**config.mk**
```make
export PLATFORM = sky130hd
export DESIGN_NAME = sfid_decoder
export DESIGN_NICKNAME = d
export VERILOG_FILES = /design/src/logic/sfid_fifo.v /design/src/logic/sfid_decoder.v
export VERILOG_INCLUDE_DIRS = /design/src /design/src/include
export SDC_FILE = /design/constraint.sdc
export NUM_CORES = 1
export LEC_CHECK = 0
export BUFFER_PORTS_ARGS = -buffer_cell sky130_fd_sc_hd__buf_2
export CAP_MARGIN = 10
export CORE_AREA = 2 2 228 230
export CTS_CLUSTER_DIAMETER = 50
export DETAILED_ROUTE_END_ITERATION = 6
export DIE_AREA = 0 0 230 232
export PLACE_DENSITY = 0.9
export SLEW_MARGIN = 20
export SYNTH_ARGS = -nofsm -noshare
export SYNTH_HDL_FRONTEND = slang
export SYNTH_HIERARCHICAL = 1
export SYNTH_SLANG_ARGS = --single-unit
```
**constraint.sdc**
```tcl
create_clock -name mclk -period 12.24 [get_ports mclk]
set_clock_uncertainty 0.1 [all_clocks]
set_input_delay 0.612 -clock mclk [delete_from_list [all_inputs] [get_ports mclk]]
set_output_delay 0.612 -clock mclk [all_outputs]
set_load 0.005 [all_outputs]
```
**src/include/sfid_defs.vh**
```
// constants of the serial flash instruction decoder
`ifndef SFID_DEFS_VH
`define SFID_DEFS_VH
// ----
// opcodes
// ----
`define SFID_OP_READ 8'h03
`define SFID_OP_FAST_READ 8'h0B
`define SFID_OP_ERASE_4K 8'h20
`define SFID_OP_ERASE_32K 8'h52
`define SFID_OP_ERASE_64K 8'hD8
`define SFID_OP_CHIP_ERASE_A 8'h60
`define SFID_OP_CHIP_ERASE_B 8'hC7
`define SFID_OP_BYTE_PROG 8'h02
`define SFID_OP_AUTO_INC_PROG 8'hAD
`define SFID_OP_STATUS_READ 8'h05
`define SFID_OP_STATUS_WRITE_EN 8'h50
`define SFID_OP_STATUS_WRITE 8'h01
`define SFID_OP_WRITE_ENABLE 8'h06
`define SFID_OP_WRITE_DISABLE 8'h04
`define SFID_OP_ID_READ_A 8'h90
`define SFID_OP_ID_READ_B 8'hAB
`define SFID_OP_BUSY_ON 8'h70
`define SFID_OP_BUSY_OFF 8'h80
// ----
// geometry
// ----
`define SFID_AW 21
`define SFID_ADDR_BYTES 3
`define SFID_BYTE_BITS 8
`define SFID_FIFO_DEPTH 16
`define SFID_FIFO_PTR_W 4
`define SFID_MASK_4K 24'h000FFF
`define SFID_MASK_32K 24'h007FFF
`define SFID_MASK_64K 24'h00FFFF
// ----
// erase kinds
// ----
`define SFID_ERASE_SECTOR 2'h0
`define SFID_ERASE_BLK32 2'h1
`define SFID_ERASE_BLK64 2'h2
`define SFID_ERASE_CHIP 2'h3
// ----
// identity bytes, arbitrary values
// ----
`define SFID_MAN_ID 8'h5A
`define SFID_DEV_ID 8'hA5
`endif

```
**src/logic/sfid_fifo.v**
```verilog
// program data fifo with registered read data
`timescale 1ns/1ns
`default_nettype none
`include "sfid_defs.vh"
module sfid_fifo #(
   parameter W = 29,
   parameter DEPTH = `SFID_FIFO_DEPTH,
   parameter PW = `SFID_FIFO_PTR_W
) (
   input wire mclk,
   input wire sys_rst,
   input wire in_valid,
   output wire in_ready,
   input wire [W-1:0] in_data,
   output reg out_valid_r,
   input wire out_ready,
   output reg [W-1:0] out_data_r
);
   reg [W-1:0] mem [0:DEPTH-1];
   reg [PW-1:0] wp_r;
   reg [PW-1:0] rp_r;
   reg [PW:0] cnt_r;
   wire push;
   wire pop;
   wire [PW:0] depth_w;
   assign depth_w = DEPTH[PW:0];
   assign in_ready = (cnt_r != depth_w);
   assign push = in_valid & in_ready;
   assign pop = (cnt_r != {(PW+1){1'b0}}) & (~out_valid_r | out_ready);
   // ----
   // storage
   // ----
   always @(posedge mclk)
   begin
      if (push)
      begin
         mem[wp_r] <= in_data;
      end
   end
   // ----
   // pointers and output stage
   // ----
   always @(posedge mclk or posedge sys_rst)
   begin
      if (sys_rst)
      begin
         wp_r <= {PW{1'b0}};
         rp_r <= {PW{1'b0}};
         cnt_r <= {(PW+1){1'b0}};
         out_valid_r <= 1'b0;
         out_data_r <= {W{1'b0}};
      end
      else
      begin
         if (push)
         begin
            wp_r <= wp_r + 1'b1;
         end
         if (pop)
         begin
            out_data_r <= mem[rp_r];
            rp_r <= rp_r + 1'b1;
            out_valid_r <= 1'b1;
         end
         else if (out_ready)
         begin
            out_valid_r <= 1'b0;
         end
         if (push & ~pop)
         begin
            cnt_r <= cnt_r + 1'b1;
         end
         else if (pop & ~push)
         begin
            cnt_r <= cnt_r - 1'b1;
         end
      end
   end
endmodule // sfid_fifo
`default_nettype wire

```
**src/logic/sfid_decoder.v**
```verilog
// serial flash instruction decoder, sampled on the system clock
// How it works
// RULE_01 - bytes are eight bits, msb first
// RULE_02 - host sends write enable before writes
// RULE_03 - cs fall starts, bits taken on rise
// RULE_04 - host raises cs to execute command
// RULE_05 - early cs rise aborts to standby
// RULE_06 - read 03h, three address bytes
// RULE_07 - fast read 0bh, plus one dummy
// RULE_08 - read address increments and wraps
// RULE_09 - read data runs until cs rises
// RULE_10 - sector erase 20h, bits above 11
// RULE_11 - 32k erase 52h, bits above 14
// RULE_12 - 64k erase d8h, bits above 15
// RULE_13 - chip erase 60h or c7h
// RULE_14 - byte program 02h, address, one byte
// RULE_15 - protected byte program silently ignored
// RULE_16 - host programs only erased locations
// RULE_17 - host holds cs low whole program
// RULE_18 - adh word program, even then odd
// RULE_19 - status byte repeats until cs rises
// RULE_20 - id read, address bit zero selects
// RULE_21 - 70h puts busy on output pin; here only while aai_r is set
// RULE_22 - 80h removes busy from output pin
// RULE_23 - upper address bits are ignored
// RULE_24 - write enable latch clearing events
// RULE_25 - unknown or unenabled commands ignored
`timescale 1ns/1ns
`default_nettype none
`include "sfid_defs.vh"
module sfid_decoder #(
   parameter AW = `SFID_AW,
   parameter FIFO_DEPTH = `SFID_FIFO_DEPTH,
   parameter [7:0] MAN_ID = `SFID_MAN_ID,
   parameter [7:0] DEV_ID = `SFID_DEV_ID
) (
   input wire mclk,
   input wire sys_rst,
   input wire sck,
   input wire cs_n,
   input wire si,
   output wire so_o,
   output wire so_oe,
   input wire busy_in,
   input wire [7:0] status_in,
   input wire wp_en,
   input wire [AW-1:0] wp_base,
   output reg mem_rd_en_r,
   output reg [AW-1:0] mem_rd_addr_r,
   input wire [7:0] mem_rd_data,
   output reg erase_req_r,
   output reg [1:0] erase_kind_r,
   output reg [AW-1:0] erase_addr_r,
   output reg stat_wr_req_r,
   output reg [7:0] stat_wr_data_r,
   output wire prog_valid,
   input wire prog_ready,
   output wire [AW-1:0] prog_addr,
   output wire [7:0] prog_data,
   output reg wel_r,
   output reg aai_r
);
   localparam ST_IDLE = 3'd0;
   localparam ST_ADDR = 3'd1;
   localparam ST_DUMMY = 3'd2;
   localparam ST_DIN = 3'd3;
   localparam ST_OUT = 3'd4;
   localparam ST_DONE = 3'd5;
   localparam ST_IGN = 3'd6;
   reg sck_m_r, sck_s_r, sck_p_r;
   reg cs_m_r, cs_s_r, cs_p_r;
   reg si_m_r, si_s_r;
   reg [2:0] state_r;
   reg [2:0] bitcnt_r;
   reg [1:0] bytecnt_r;
   reg [1:0] need_r;
   reg [6:0] sr_in_r;
   reg [15:0] addr_sh_r;
   reg [7:0] cmd_r;
   reg [AW-1:0] addr_r;
   reg [7:0] d0_r;
   reg [7:0] d1_r;
   reg fetch_r;
   reg ld_r;
   reg [7:0] tx_load_r;
   reg [7:0] tx_sr_r;
   reg so_r;
   reg bsy_en_r;
   reg sw_en_r;
   reg [1:0] pend_cnt_r;
   reg [AW-1:0] pend_addr_r;
   reg [7:0] pend_b0_r;
   reg [7:0] pend_b1_r;
   wire sck_rise, sck_fall, cs_fall, cs_rise, active, byte_done;
   wire [7:0] rx_byte;
   wire [23:0] addr24;
   wire [23:0] m4k, m32k, m64k;
   wire [AW-1:0] aai_base, aai_next;
   wire busy_mode, in_ready, wr_ok, prot_here;
   wire [7:0] status_byte;
   assign m4k = `SFID_MASK_4K;
   assign m32k = `SFID_MASK_32K;
   assign m64k = `SFID_MASK_64K;
   // ----
   // pin sampling and edges
   // ----
   always @(posedge mclk or posedge sys_rst)
   begin
      if (sys_rst)
      begin
         sck_m_r <= 1'b0;
         sck_s_r <= 1'b0;
         sck_p_r <= 1'b0;
         cs_m_r <= 1'b1;
         cs_s_r <= 1'b1;
         cs_p_r <= 1'b1;
         si_m_r <= 1'b0;
         si_s_r <= 1'b0;
      end
      else
      begin
         sck_m_r <= sck;
         sck_s_r <= sck_m_r;
         sck_p_r <= sck_s_r;
         cs_m_r <= cs_n;
         cs_s_r <= cs_m_r;
         cs_p_r <= cs_s_r;
         si_m_r <= si;
         si_s_r <= si_m_r;
      end
   end
   assign active = ~cs_s_r;
   // RULE_03 cs edge detect
   assign cs_fall = ~cs_s_r & cs_p_r;
   assign cs_rise = cs_s_r & ~cs_p_r;
   // RULE_03 sample on rise
   assign sck_rise = active & ~cs_fall & sck_s_r & ~sck_p_r;
   assign sck_fall = active & ~sck_s_r & sck_p_r;
   // RULE_01 eight bits msb first
   assign byte_done = sck_rise & (bitcnt_r == 3'd7);
   assign rx_byte = {sr_in_r, si_s_r};
   assign addr24 = {addr_sh_r, rx_byte};
   // ----
   // write checks
   // ----
   // RULE_15 protected region check
   assign prot_here = wp_en & (addr_r >= wp_base);
   assign aai_base = {addr_r[AW-1:1], 1'b0};
   assign aai_next = aai_base + 2'd2;
   assign wr_ok = (pend_cnt_r == 2'd0);
   assign status_byte = {status_in[7], aai_r, status_in[5:2], wel_r, busy_in};
   // RULE_21 busy shown on output
   assign busy_mode = bsy_en_r & aai_r;
   assign so_oe = active & ((state_r == ST_OUT) | busy_mode);
   assign so_o = (state_r == ST_OUT) ? so_r : ~busy_in;
   // ----
   // program data queue
   // ----
   sfid_fifo #(
      .W(AW + 8),
      .DEPTH(FIFO_DEPTH),
      .PW(`SFID_FIFO_PTR_W)
   ) u_fifo (
      .mclk(mclk),
      .sys_rst(sys_rst),
      .in_valid(pend_cnt_r != 2'd0),
      .in_ready(in_ready),
      .in_data({pend_addr_r, (pend_cnt_r == 2'd2) ? pend_b0_r : pend_b1_r}),
      .out_valid_r(prog_valid),
      .out_ready(prog_ready),
      .out_data_r({prog_addr, prog_data})
   );
   // ----
   // decoder
   // ----
   always @(posedge mclk or posedge sys_rst)
   begin
      if (sys_rst)
      begin
         state_r <= ST_IDLE;
         bitcnt_r <= 3'd0;
         bytecnt_r <= 2'd0;
         need_r <= 2'd0;
         sr_in_r <= 7'h00;
         addr_sh_r <= 16'h0000;
         cmd_r <= 8'h00;
         addr_r <= {AW{1'b0}};
         d0_r <= 8'h00;
         d1_r <= 8'h00;
         fetch_r <= 1'b0;
         ld_r <= 1'b0;
         tx_load_r <= 8'h00;
         tx_sr_r <= 8'h00;
         so_r <= 1'b0;
         bsy_en_r <= 1'b0;
         sw_en_r <= 1'b0;
         wel_r <= 1'b0;
         aai_r <= 1'b0;
         pend_cnt_r <= 2'd0;
         pend_addr_r <= {AW{1'b0}};
         pend_b0_r <= 8'h00;
         pend_b1_r <= 8'h00;
         mem_rd_en_r <= 1'b0;
         mem_rd_addr_r <= {AW{1'b0}};
         erase_req_r <= 1'b0;
         erase_kind_r <= 2'h0;
         erase_addr_r <= {AW{1'b0}};
         stat_wr_req_r <= 1'b0;
         stat_wr_data_r <= 8'h00;
      end
      else
      begin
         mem_rd_en_r <= 1'b0;
         erase_req_r <= 1'b0;
         stat_wr_req_r <= 1'b0;
         fetch_r <= 1'b0;
         if (pend_cnt_r != 2'd0 && in_ready)
         begin
            pend_cnt_r <= pend_cnt_r - 1'b1;
            pend_addr_r <= pend_addr_r + 1'b1;
         end
         // RULE_08 increment after byte
         if (fetch_r)
         begin
            ld_r <= 1'b1;
            if (cmd_r == `SFID_OP_STATUS_READ)
            begin
               tx_load_r <= status_byte;
            end
            // RULE_20 bit zero selects id
            else if (cmd_r == `SFID_OP_ID_READ_A || cmd_r == `SFID_OP_ID_READ_B)
            begin
               tx_load_r <= addr_r[0] ? DEV_ID : MAN_ID;
            end
            else
            begin
               tx_load_r <= mem_rd_data;
               addr_r <= addr_r + 1'b1;
            end
         end
         // RULE_09 shift out on fall
         if (sck_fall && state_r == ST_OUT)
         begin
            if (ld_r)
            begin
               so_r <= tx_load_r[7];
               tx_sr_r <= {tx_load_r[6:0], 1'b0};
               ld_r <= 1'b0;
            end
            else
            begin
               so_r <= tx_sr_r[7];
               tx_sr_r <= {tx_sr_r[6:0], 1'b0};
            end
         end
         if (sck_rise)
         begin
            sr_in_r <= rx_byte[6:0];
            bitcnt_r <= bitcnt_r + 1'b1;
         end
         if (cs_fall)
         begin
            state_r <= ST_IDLE;
            bitcnt_r <= 3'd0;
            ld_r <= 1'b0;
         end
         else if (cs_rise)
         begin
            // RULE_05 abort unless complete
            state_r <= ST_IDLE;
            if (state_r == ST_DONE)
            begin
               // RULE_04 execute on cs rise
               case (cmd_r)
                  `SFID_OP_WRITE_ENABLE:
                  begin
                     wel_r <= 1'b1;
                  end
                  // RULE_24 disable clears latch
                  `SFID_OP_WRITE_DISABLE:
                  begin
                     wel_r <= 1'b0;
                     aai_r <= 1'b0;
                  end
                  `SFID_OP_STATUS_WRITE_EN:
                  begin
                     sw_en_r <= 1'b1;
                  end
                  `SFID_OP_STATUS_WRITE:
                  begin
                     stat_wr_req_r <= 1'b1;
                     stat_wr_data_r <= d0_r;
                     wel_r <= 1'b0;
                     sw_en_r <= 1'b0;
                  end
                  // RULE_21 busy output on
                  `SFID_OP_BUSY_ON:
                  begin
                     bsy_en_r <= 1'b1;
                  end
                  // RULE_22 busy output off
                  `SFID_OP_BUSY_OFF:
                  begin
                     bsy_en_r <= 1'b0;
                  end
                  // RULE_10 sector erase
                  `SFID_OP_ERASE_4K:
                  begin
                     wel_r <= 1'b0;
                     erase_kind_r <= `SFID_ERASE_SECTOR;
                     erase_addr_r <= addr_r & ~m4k[AW-1:0];
                     erase_req_r <= ~(wp_en & ((addr_r | m4k[AW-1:0]) >= wp_base));
                  end
                  // RULE_11 32k block erase
                  `SFID_OP_ERASE_32K:
                  begin
                     wel_r <= 1'b0;
                     erase_kind_r <= `SFID_ERASE_BLK32;
                     erase_addr_r <= addr_r & ~m32k[AW-1:0];
                     erase_req_r <= ~(wp_en & ((addr_r | m32k[AW-1:0]) >= wp_base));
                  end
                  // RULE_12 64k block erase
                  `SFID_OP_ERASE_64K:
                  begin
                     wel_r <= 1'b0;
                     erase_kind_r <= `SFID_ERASE_BLK64;
                     erase_addr_r <= addr_r & ~m64k[AW-1:0];
                     erase_req_r <= ~(wp_en & ((addr_r | m64k[AW-1:0]) >= wp_base));
                  end
                  // RULE_13 chip erase
                  `SFID_OP_CHIP_ERASE_A, `SFID_OP_CHIP_ERASE_B:
                  begin
                     wel_r <= 1'b0;
                     erase_kind_r <= `SFID_ERASE_CHIP;
                     erase_addr_r <= {AW{1'b0}};
                     erase_req_r <= ~wp_en;
                  end
                  // RULE_14 byte program
                  `SFID_OP_BYTE_PROG:
                  begin
                     wel_r <= 1'b0;
                     // RULE_15 ignore protected target
                     if (!prot_here && wr_ok)
                     begin
                        pend_cnt_r <= 2'd1;
                        pend_addr_r <= addr_r;
                        pend_b1_r <= d0_r;
                     end
                  end
                  // RULE_18 even byte then odd
                  `SFID_OP_AUTO_INC_PROG:
                  begin
                     if (!(wp_en && aai_base >= wp_base) && wr_ok)
                     begin
                        pend_cnt_r <= 2'd2;
                        pend_addr_r <= aai_base;
                        pend_b0_r <= d0_r;
                        pend_b1_r <= d1_r;
                        addr_r <= aai_next;
                        // RULE_24 end at top address
                        aai_r <= (aai_next != {AW{1'b0}});
                        wel_r <= (aai_next != {AW{1'b0}});
                     end
                  end
                  default:
                  begin
                     state_r <= ST_IDLE;
                  end
               endcase
            end
         end
         else if (byte_done)
         begin
            bytecnt_r <= bytecnt_r + 1'b1;
            case (state_r)
               ST_IDLE:
               begin
                  cmd_r <= rx_byte;
                  bytecnt_r <= 2'd0;
                  need_r <= 2'd1;
                  state_r <= ST_IGN;
                  // RULE_25 drop unknown or unenabled
                  case (rx_byte)
                     // RULE_06 read, fast read and id reads
                     `SFID_OP_READ, `SFID_OP_FAST_READ,
                     `SFID_OP_ID_READ_A, `SFID_OP_ID_READ_B:
                     begin
                        if (!aai_r)
                        begin
                           state_r <= ST_ADDR;
                        end
                     end
                     // RULE_02 writes need latch set
                     `SFID_OP_ERASE_4K, `SFID_OP_ERASE_32K,
                     `SFID_OP_ERASE_64K, `SFID_OP_BYTE_PROG:
                     begin
                        if (wel_r && !aai_r)
                        begin
                           state_r <= ST_ADDR;
                        end
                     end
                     `SFID_OP_CHIP_ERASE_A, `SFID_OP_CHIP_ERASE_B:
                     begin
                        if (wel_r && !aai_r)
                        begin
                           state_r <= ST_DONE;
                        end
                     end
                     `SFID_OP_AUTO_INC_PROG:
                     begin
                        need_r <= 2'd2;
                        if (aai_r)
                        begin
                           state_r <= ST_DIN;
                        end
                        else if (wel_r)
                        begin
                           state_r <= ST_ADDR;
                        end
                     end
                     `SFID_OP_STATUS_WRITE:
                     begin
                        if ((wel_r || sw_en_r) && !aai_r)
                        begin
                           state_r <= ST_DIN;
                        end
                     end
                     // RULE_19 repeating status byte
                     `SFID_OP_STATUS_READ:
                     begin
                        state_r <= ST_OUT;
                        fetch_r <= 1'b1;
                     end
                     `SFID_OP_WRITE_DISABLE:
                     begin
                        state_r <= ST_DONE;
                     end
                     `SFID_OP_WRITE_ENABLE, `SFID_OP_STATUS_WRITE_EN,
                     `SFID_OP_BUSY_ON, `SFID_OP_BUSY_OFF:
                     begin
                        if (!aai_r)
                        begin
                           state_r <= ST_DONE;
                        end
                     end
                     default:
                     begin
                        state_r <= ST_IGN;
                     end
                  endcase
               end
               ST_ADDR:
               begin
                  addr_sh_r <= {addr_sh_r[7:0], rx_byte};
                  if (bytecnt_r == 2'd2)
                  begin
                     bytecnt_r <= 2'd0;
                     // RULE_23 upper bits dropped
                     addr_r <= addr24[AW-1:0];
                     mem_rd_addr_r <= addr24[AW-1:0];
                     if (cmd_r == `SFID_OP_FAST_READ)
                     begin
                        state_r <= ST_DUMMY;
                     end
                     else if (cmd_r == `SFID_OP_READ || cmd_r == `SFID_OP_ID_READ_A
                              || cmd_r == `SFID_OP_ID_READ_B)
                     begin
                        state_r <= ST_OUT;
                        fetch_r <= 1'b1;
                        mem_rd_en_r <= (cmd_r == `SFID_OP_READ);
                     end
                     else if (cmd_r == `SFID_OP_BYTE_PROG
                              || cmd_r == `SFID_OP_AUTO_INC_PROG)
                     begin
                        state_r <= ST_DIN;
                     end
                     else
                     begin
                        state_r <= ST_DONE;
                     end
                  end
               end
               // RULE_07 one dummy byte
               ST_DUMMY:
               begin
                  state_r <= ST_OUT;
                  fetch_r <= 1'b1;
                  mem_rd_en_r <= 1'b1;
                  mem_rd_addr_r <= addr_r;
               end
               ST_DIN:
               begin
                  d0_r <= (bytecnt_r == 2'd0) ? rx_byte : d0_r;
                  d1_r <= rx_byte;
                  if (bytecnt_r + 2'd1 == need_r)
                  begin
                     state_r <= ST_DONE;
                  end
               end
               ST_OUT:
               begin
                  fetch_r <= 1'b1;
                  mem_rd_en_r <= (cmd_r == `SFID_OP_READ || cmd_r == `SFID_OP_FAST_READ);
                  mem_rd_addr_r <= addr_r;
               end
               ST_DONE:
               begin
                  // RULE_14 extra byte cancels command
                  state_r <= ST_IGN;
               end
               default:
               begin
                  state_r <= ST_IGN;
               end
            endcase
         end
      end
   end
endmodule // sfid_decoder
`default_nettype wire

```
Word level (Yosys, flattened, before mapping)
Memory sizes are Yosys's and may differ from the RTL's. A register that Yosys moved wholly into a read port is not among the register bits.
Cells that the tools add are included.

operators by class
  add/subtract/negate cells = 10
  order comparisons = 5
  equality and inequality tests = 52
  multiplexer cells = 99
  bitwise logic cells = 34
  reductions and logical operators = 55

operator list
  kind                   number
  $mux 21                18
  $ge 21x21->1           5
  $eq 8x8->1 const B     12
  $pmux 21 s2            2
  $pmux 21 s4            1
  $eq 8x7->1 const B     8
  $mux 8                 7
  $eq 8x3->1 const B     6
  $mux 3                 15
  $add 21x1->21 const B  2
  $eq 8x2->1 const B     4
  $reduce_and 4->1       8
  $mux 1                 31
  $reduce_and 5->1       5
  $pmux 3 s8             1
  $add 21x2->21 const B  1
  $reduce_bool 21->1     1
  $mux 2                 10
  $and 1x1->1            18
  $reduce_bool 2->1      9
  $eq 8x1->1 const B     2
  $eq 8x4->1 const B     2
  $eq 8x6->1 const B     2
  $pmux 8 s2             1
  other kinds (37)       84

word-level totals
  bits in registers = 214
  bits in writable memories = 464
  bits of input ports = 45
  logic and storage cells = 298
  memories = 1

memory list
  name        depth  width  rd ports  clocked after memory_dff  write ports  RTL line        text
  u_fifo.mem  16     29     1         1                         1            sfid_fifo.v:19  reg [W-1:0] mem [0:DEPTH-1];

Longest topological paths before layout
  depth in word-level cells = 10
  depth in mapped cells = 12

Modules after synthesis
The synthesis kept the hierarchy.

by module, submodules not included
  module        instances  cells an instance  area an instance (sq um)  sequential area each (sq um)
  sfid_fifo     1          885                19452.4                   15009.4
  sfid_decoder  1          1184               10901.7                   4683.2

Worst setup path after synthesis
Ideal clock, no wire load.

  kind = register -> register
  start = reg pend_cnt_r[0]
  end = mem u_fifo.mem[3][0], enable pin
  arrival = 3.410 ns
  path slack = 8.279 ns
  cell stages (with the launch flop) = 7
  period minus slack after synthesis = 3.961 ns
  path through = dfrtp_1 inv_1 ha_1 inv_1 a21boi_1 nand2_1 nor3_1

on the way
  longest elaborated chain between the ends = 4

ends and longest elaborated chain
  element                       RTL line            text
  start: declaration            sfid_decoder.v:90   reg [1:0] pend_cnt_r;
  start signal: assignment      sfid_decoder.v:219  pend_cnt_r <= pend_cnt_r - 1'b1;
  $reduce_bool 2->1             sfid_decoder.v:166  .in_valid(pend_cnt_r != 2'd0),
  $and 1x1->1                   sfid_fifo.v:28      assign push = in_valid & in_ready;
  via u_fifo.push               sfid_fifo.v:23      wire push;
  $mux 1                        sfid_fifo.v:35      if (push)
  $mux 1 (implied by the code)  sfid_fifo.v:37      mem[wp_r] <= in_data;
  end: declaration              sfid_fifo.v:19

The timed path passes the listed nets, and every way through them passes these cells.

Worst setup path in the final report
  start = reg u_fifo.cnt_r[0]
  end = reg u_fifo.cnt_r[4]

on the way
  longest elaborated chain between the ends = 5

ends and longest elaborated chain
  element                                                              RTL line        text
  start: declaration                                                   sfid_fifo.v:22  reg [PW:0] cnt_r;
  start signal: assignment                                             sfid_fifo.v:49  cnt_r <= {(PW+1){1'b0}};
  start signal: assignment                                             sfid_fifo.v:71  cnt_r <= cnt_r + 1'b1;
  start signal: assignment                                             sfid_fifo.v:75  cnt_r <= cnt_r - 1'b1;
  parallel branches: the longest is 5 deep, another holds $sub 5x1->5  --

Several ways; the timed one is not identified. The select of a mux whose other input is x is not followed.
A chain may end at the register's enable or synchronous reset.

==> results.yml <==
timing:
  final_max_slew_viol_count: 0
  layout_worst_path_cycle_share_pct: 32.3
  timing.final.crit_period_ns: 3.96
  worst_pin_slew_ns: 1.17
  total_negative_setup_slack_ns: 0
  rsz_0062_raised_after_global_routing: "false"
  finalHoldViolations: 0
  timing.final.setup_violations: 0
  max-slew-margin-rel_pct: 21.8
  clock.fmax_mhz: 253
  fin_hold_ws_ns: 0.0823
detailed_routing:
  detail_route.wirelength_mm: 78.1
  met3_length_mm: 6.11
  detailedRoute.firstPassIterationCount: 5
  maxUsedRoutingLayer: "met5"
  dr_wl_met2_mm: 40.0
  total_via_count_after_detailed_routing: 19143
  wl_per_cell_um: 26.8
  m1_wl_mm: 28.3
  drt-vias-per-instance: 6.56
  detail_route.drc_violations: 0
  postRouteAntennaNets: 0
  initialDrtViolationCount: 2115
floorplanning:
  starting_density_pct: 59.7
  die-width_um: 230
  die_height_um: 232
  top_level_ports: 134
  dieArea_um2: 53400
  placeableCoreArea_um2: 50900
  core.rowCount: 83
logic_synthesis:
  syn_area_um2: 30400
  synth.yosys.seq_area_share_pct: 64.9
  number_of_unique_standard_cell_types_used_by_synthesis: 86
  synth_largest_area_cell: "sky130_fd_sc_hd__edfxtp_1"
  ys.warnings.count: 6
  synthArstFlopShare_pct: 33.1
  synthesis.instances: 2069
  dominantRegCellSynth: "sky130_fd_sc_hd__edfxtp_1"
  post_synth_edffs: 464
  synth_top_area_share_pct: 45.9
  syn_area_per_cell_um2: 14.7
  number_of_register_bits_inferred_by_synthesis: 694
  netlist_top_cells_area: "sky130_fd_sc_hd__edfxtp_1, sky130_fd_sc_hd__dfrtp_1, sky130_fd_sc_hd__mux4_2"
critical_path:
  critical_path_class: "reg2reg"
  critPathMaxStageDelay_ns: 0.63
  required_ns: 12.67
  worstPathCellList: "or4_4 -> o21a_1 -> buf_4 -> clkinv_8 -> ha_1 -> inv_1 -> fa_1 -> a21o_1 -> a21oi_1 -> mux2i_1 -> xnor2_1"
  cpMaxStageDelayCell: "sky130_fd_sc_hd__or4_4"
  timing.critical_path.fanout_max: 37
  r2r_setup_slack_ns: 8.28
  setup.worst_path.end_class: "flop"
  critical_path.startpoint_type: "flop"
  timing.critical_path.arrival_ns: 4.39
clock_network:
  clock_latency_ns: 0.61
  tritoncts: "done"
  post_cts_resized: 0
  setup_buffers_after_cts: 0
  htree_levels: 3
  clkTransAtPathRegs_ns: 0.06
  clock_sinks: 694
  clock_tree.buffer_depth: 3
  post_cts_hold_buffer_count: 3
  clock-root-buffer: "sky130_fd_sc_hd__clkbuf_16"
  tritoncts_buffer_count: 73
hold_path:
  worst_hold_path_type: "in2async"
grt:
  grt_use_total_pct: 29.9
  grt_start_max_net_pins: 124
  grt_pass1_vias: 19349
  global_route.overflow_total: 0
  grt_antenna_before_repair: 6
  first_pass_grt_wire_length_mm: 119
status:
  result_of_the_run: "finished, final reports clean"
power:
  ir_worst_vdd_v: 0.000117
  fin_total_pwr_mw: 7.42
  power_density_nw_per_um2: 218
  pleak_nw: 12.5
layout:
  nNetsFinal: 2271
  finish.utilization_pct: 66.9
  post_synthesis_to_final_layout_area_growth_pct: 12.1
  fraction_of_layout_instances_using_a_drive_strength_above_1_pct: 22.5
  antenna_cells: 0
  mostFrequentLayoutCells: "sky130_fd_sc_hd__edfxtp_1, sky130_fd_sc_hd__dfrtp_1, sky130_fd_sc_hd__nand2_1, sky130_fd_sc_hd__buf_2, sky130_fd_sc_hd__mux4_2"
  layout.cells.most_common: "sky130_fd_sc_hd__edfxtp_1"
  num-fill-cells: 3270
run:
  max_cap_violations: 0
placement:
  place.gp.congestion: 0.949
  hpwlAfterDp_mm: 47.9
  port_buffers: 118
[Yosys cell counts (all sizes together) (34+ instances only)]
master  number
mux4       116
dfrtp      227
edfxtp     464
inv         54
nor3        34
ha          47
nor2        99
mux2i       58
buf         82
o21ai       96
a21oi      110
nand2      178
nand3       41
mux2        80
clkbuf      48
xnor2       41
[critical path, delay by kind of cell, from the launching register on]
kind                       cells  cell delay [ns]
adders and majority gates      2             0.76
AOI/OAI and AO/OA              3             0.65
buffers and inverters          3             0.64
and+or+nand+nor                1             0.63
DFF                            1             0.48
muxes                          1             0.39
xor gates and xnor gates       1             0.19
[final timing paths]
kind,startpoint,end,depth (start not counted)
worst max register to register,u_fifo/cnt_r[0]$_DFFE_PP0P_,u_fifo/cnt_r[4]$_DFFE_PP0P_,11
worst min register to register,si_m_r$_DFF_PP0_,si_s_r$_DFF_PP0_,0
worst max-delay path,u_fifo/cnt_r[0]$_DFFE_PP0P_,u_fifo/cnt_r[4]$_DFFE_PP0P_,11
worst min-delay path,sys_rst,mem_rd_addr_r[14]$_DFFE_PP0P_,2
min in group mclk,si_m_r$_DFF_PP0_,si_s_r$_DFF_PP0_,0
max in group asynchronous,sys_rst,tx_sr_r[5]$_DFFE_PP0P_,3
[through the flow]
| stage | setup WS (ns) | area [µm²] | instances |
|---|---|---|---|
| finish | 8.28 | 34000 | 2918 |
| global route | 8.20 | 34000 | 2918 |
| CTS | 8.33 | 34000 | 2917 |
| floorplan | 6.45 | 30400 | 2080 |
| detailed placement | 8.49 | 31500 | 2779 |
| global placement | 8.53 | 31500 | 2779 |
[registers in the layout, summed over array words and instances (netlist names), 9 cells and up]
signal and flops:
mem_rd_addr_r 21, pend_addr_r 21, addr_sh_r 13, u_fifo/out_data_r 29, addr_r 21, erase_addr_r 9, u_fifo/mem 464
[routing by layer]
layer  global-route usage [%]  up-vias
met5                        0        -
met4                     13.3       10
met3                     6.02      267
met2                     51.4     1079
met1                     36.8     9728
li1                         -     8059
[kinds of logic after synthesis]
kind of cell | share of synthesized area (%)
simple gates | 7.76
buf+inv | 3.05
fa+ha+maj | 2.00
mux | 13.5
other cells | 0.0124
flops | 64.9
xor+xnor | 1.67
compound gates | 7.14
[layout make-up]
type                    count  area [µm²]  share of cell area (%)
inverters                  55         226                   0.665
clock buffers             107        2070                    6.07
clock inverters            28         448                    1.32
well taps                 680         851                    2.50
repair buffers            153         885                    2.60
multi-input cells        1201        9860                    29.0
flip-flops and latches    694       19700                    57.9
[power breakdown]
part	internal [mW]	total [mW]	leakage, nW	switching [mW]
sequential	2.99	3.38	6.86	0.391
clock	1.38	2.31	1.21	0.936
combinational	0.782	1.73	4.40	0.948
Note: power is estimated with default switching activity, not from simulation.
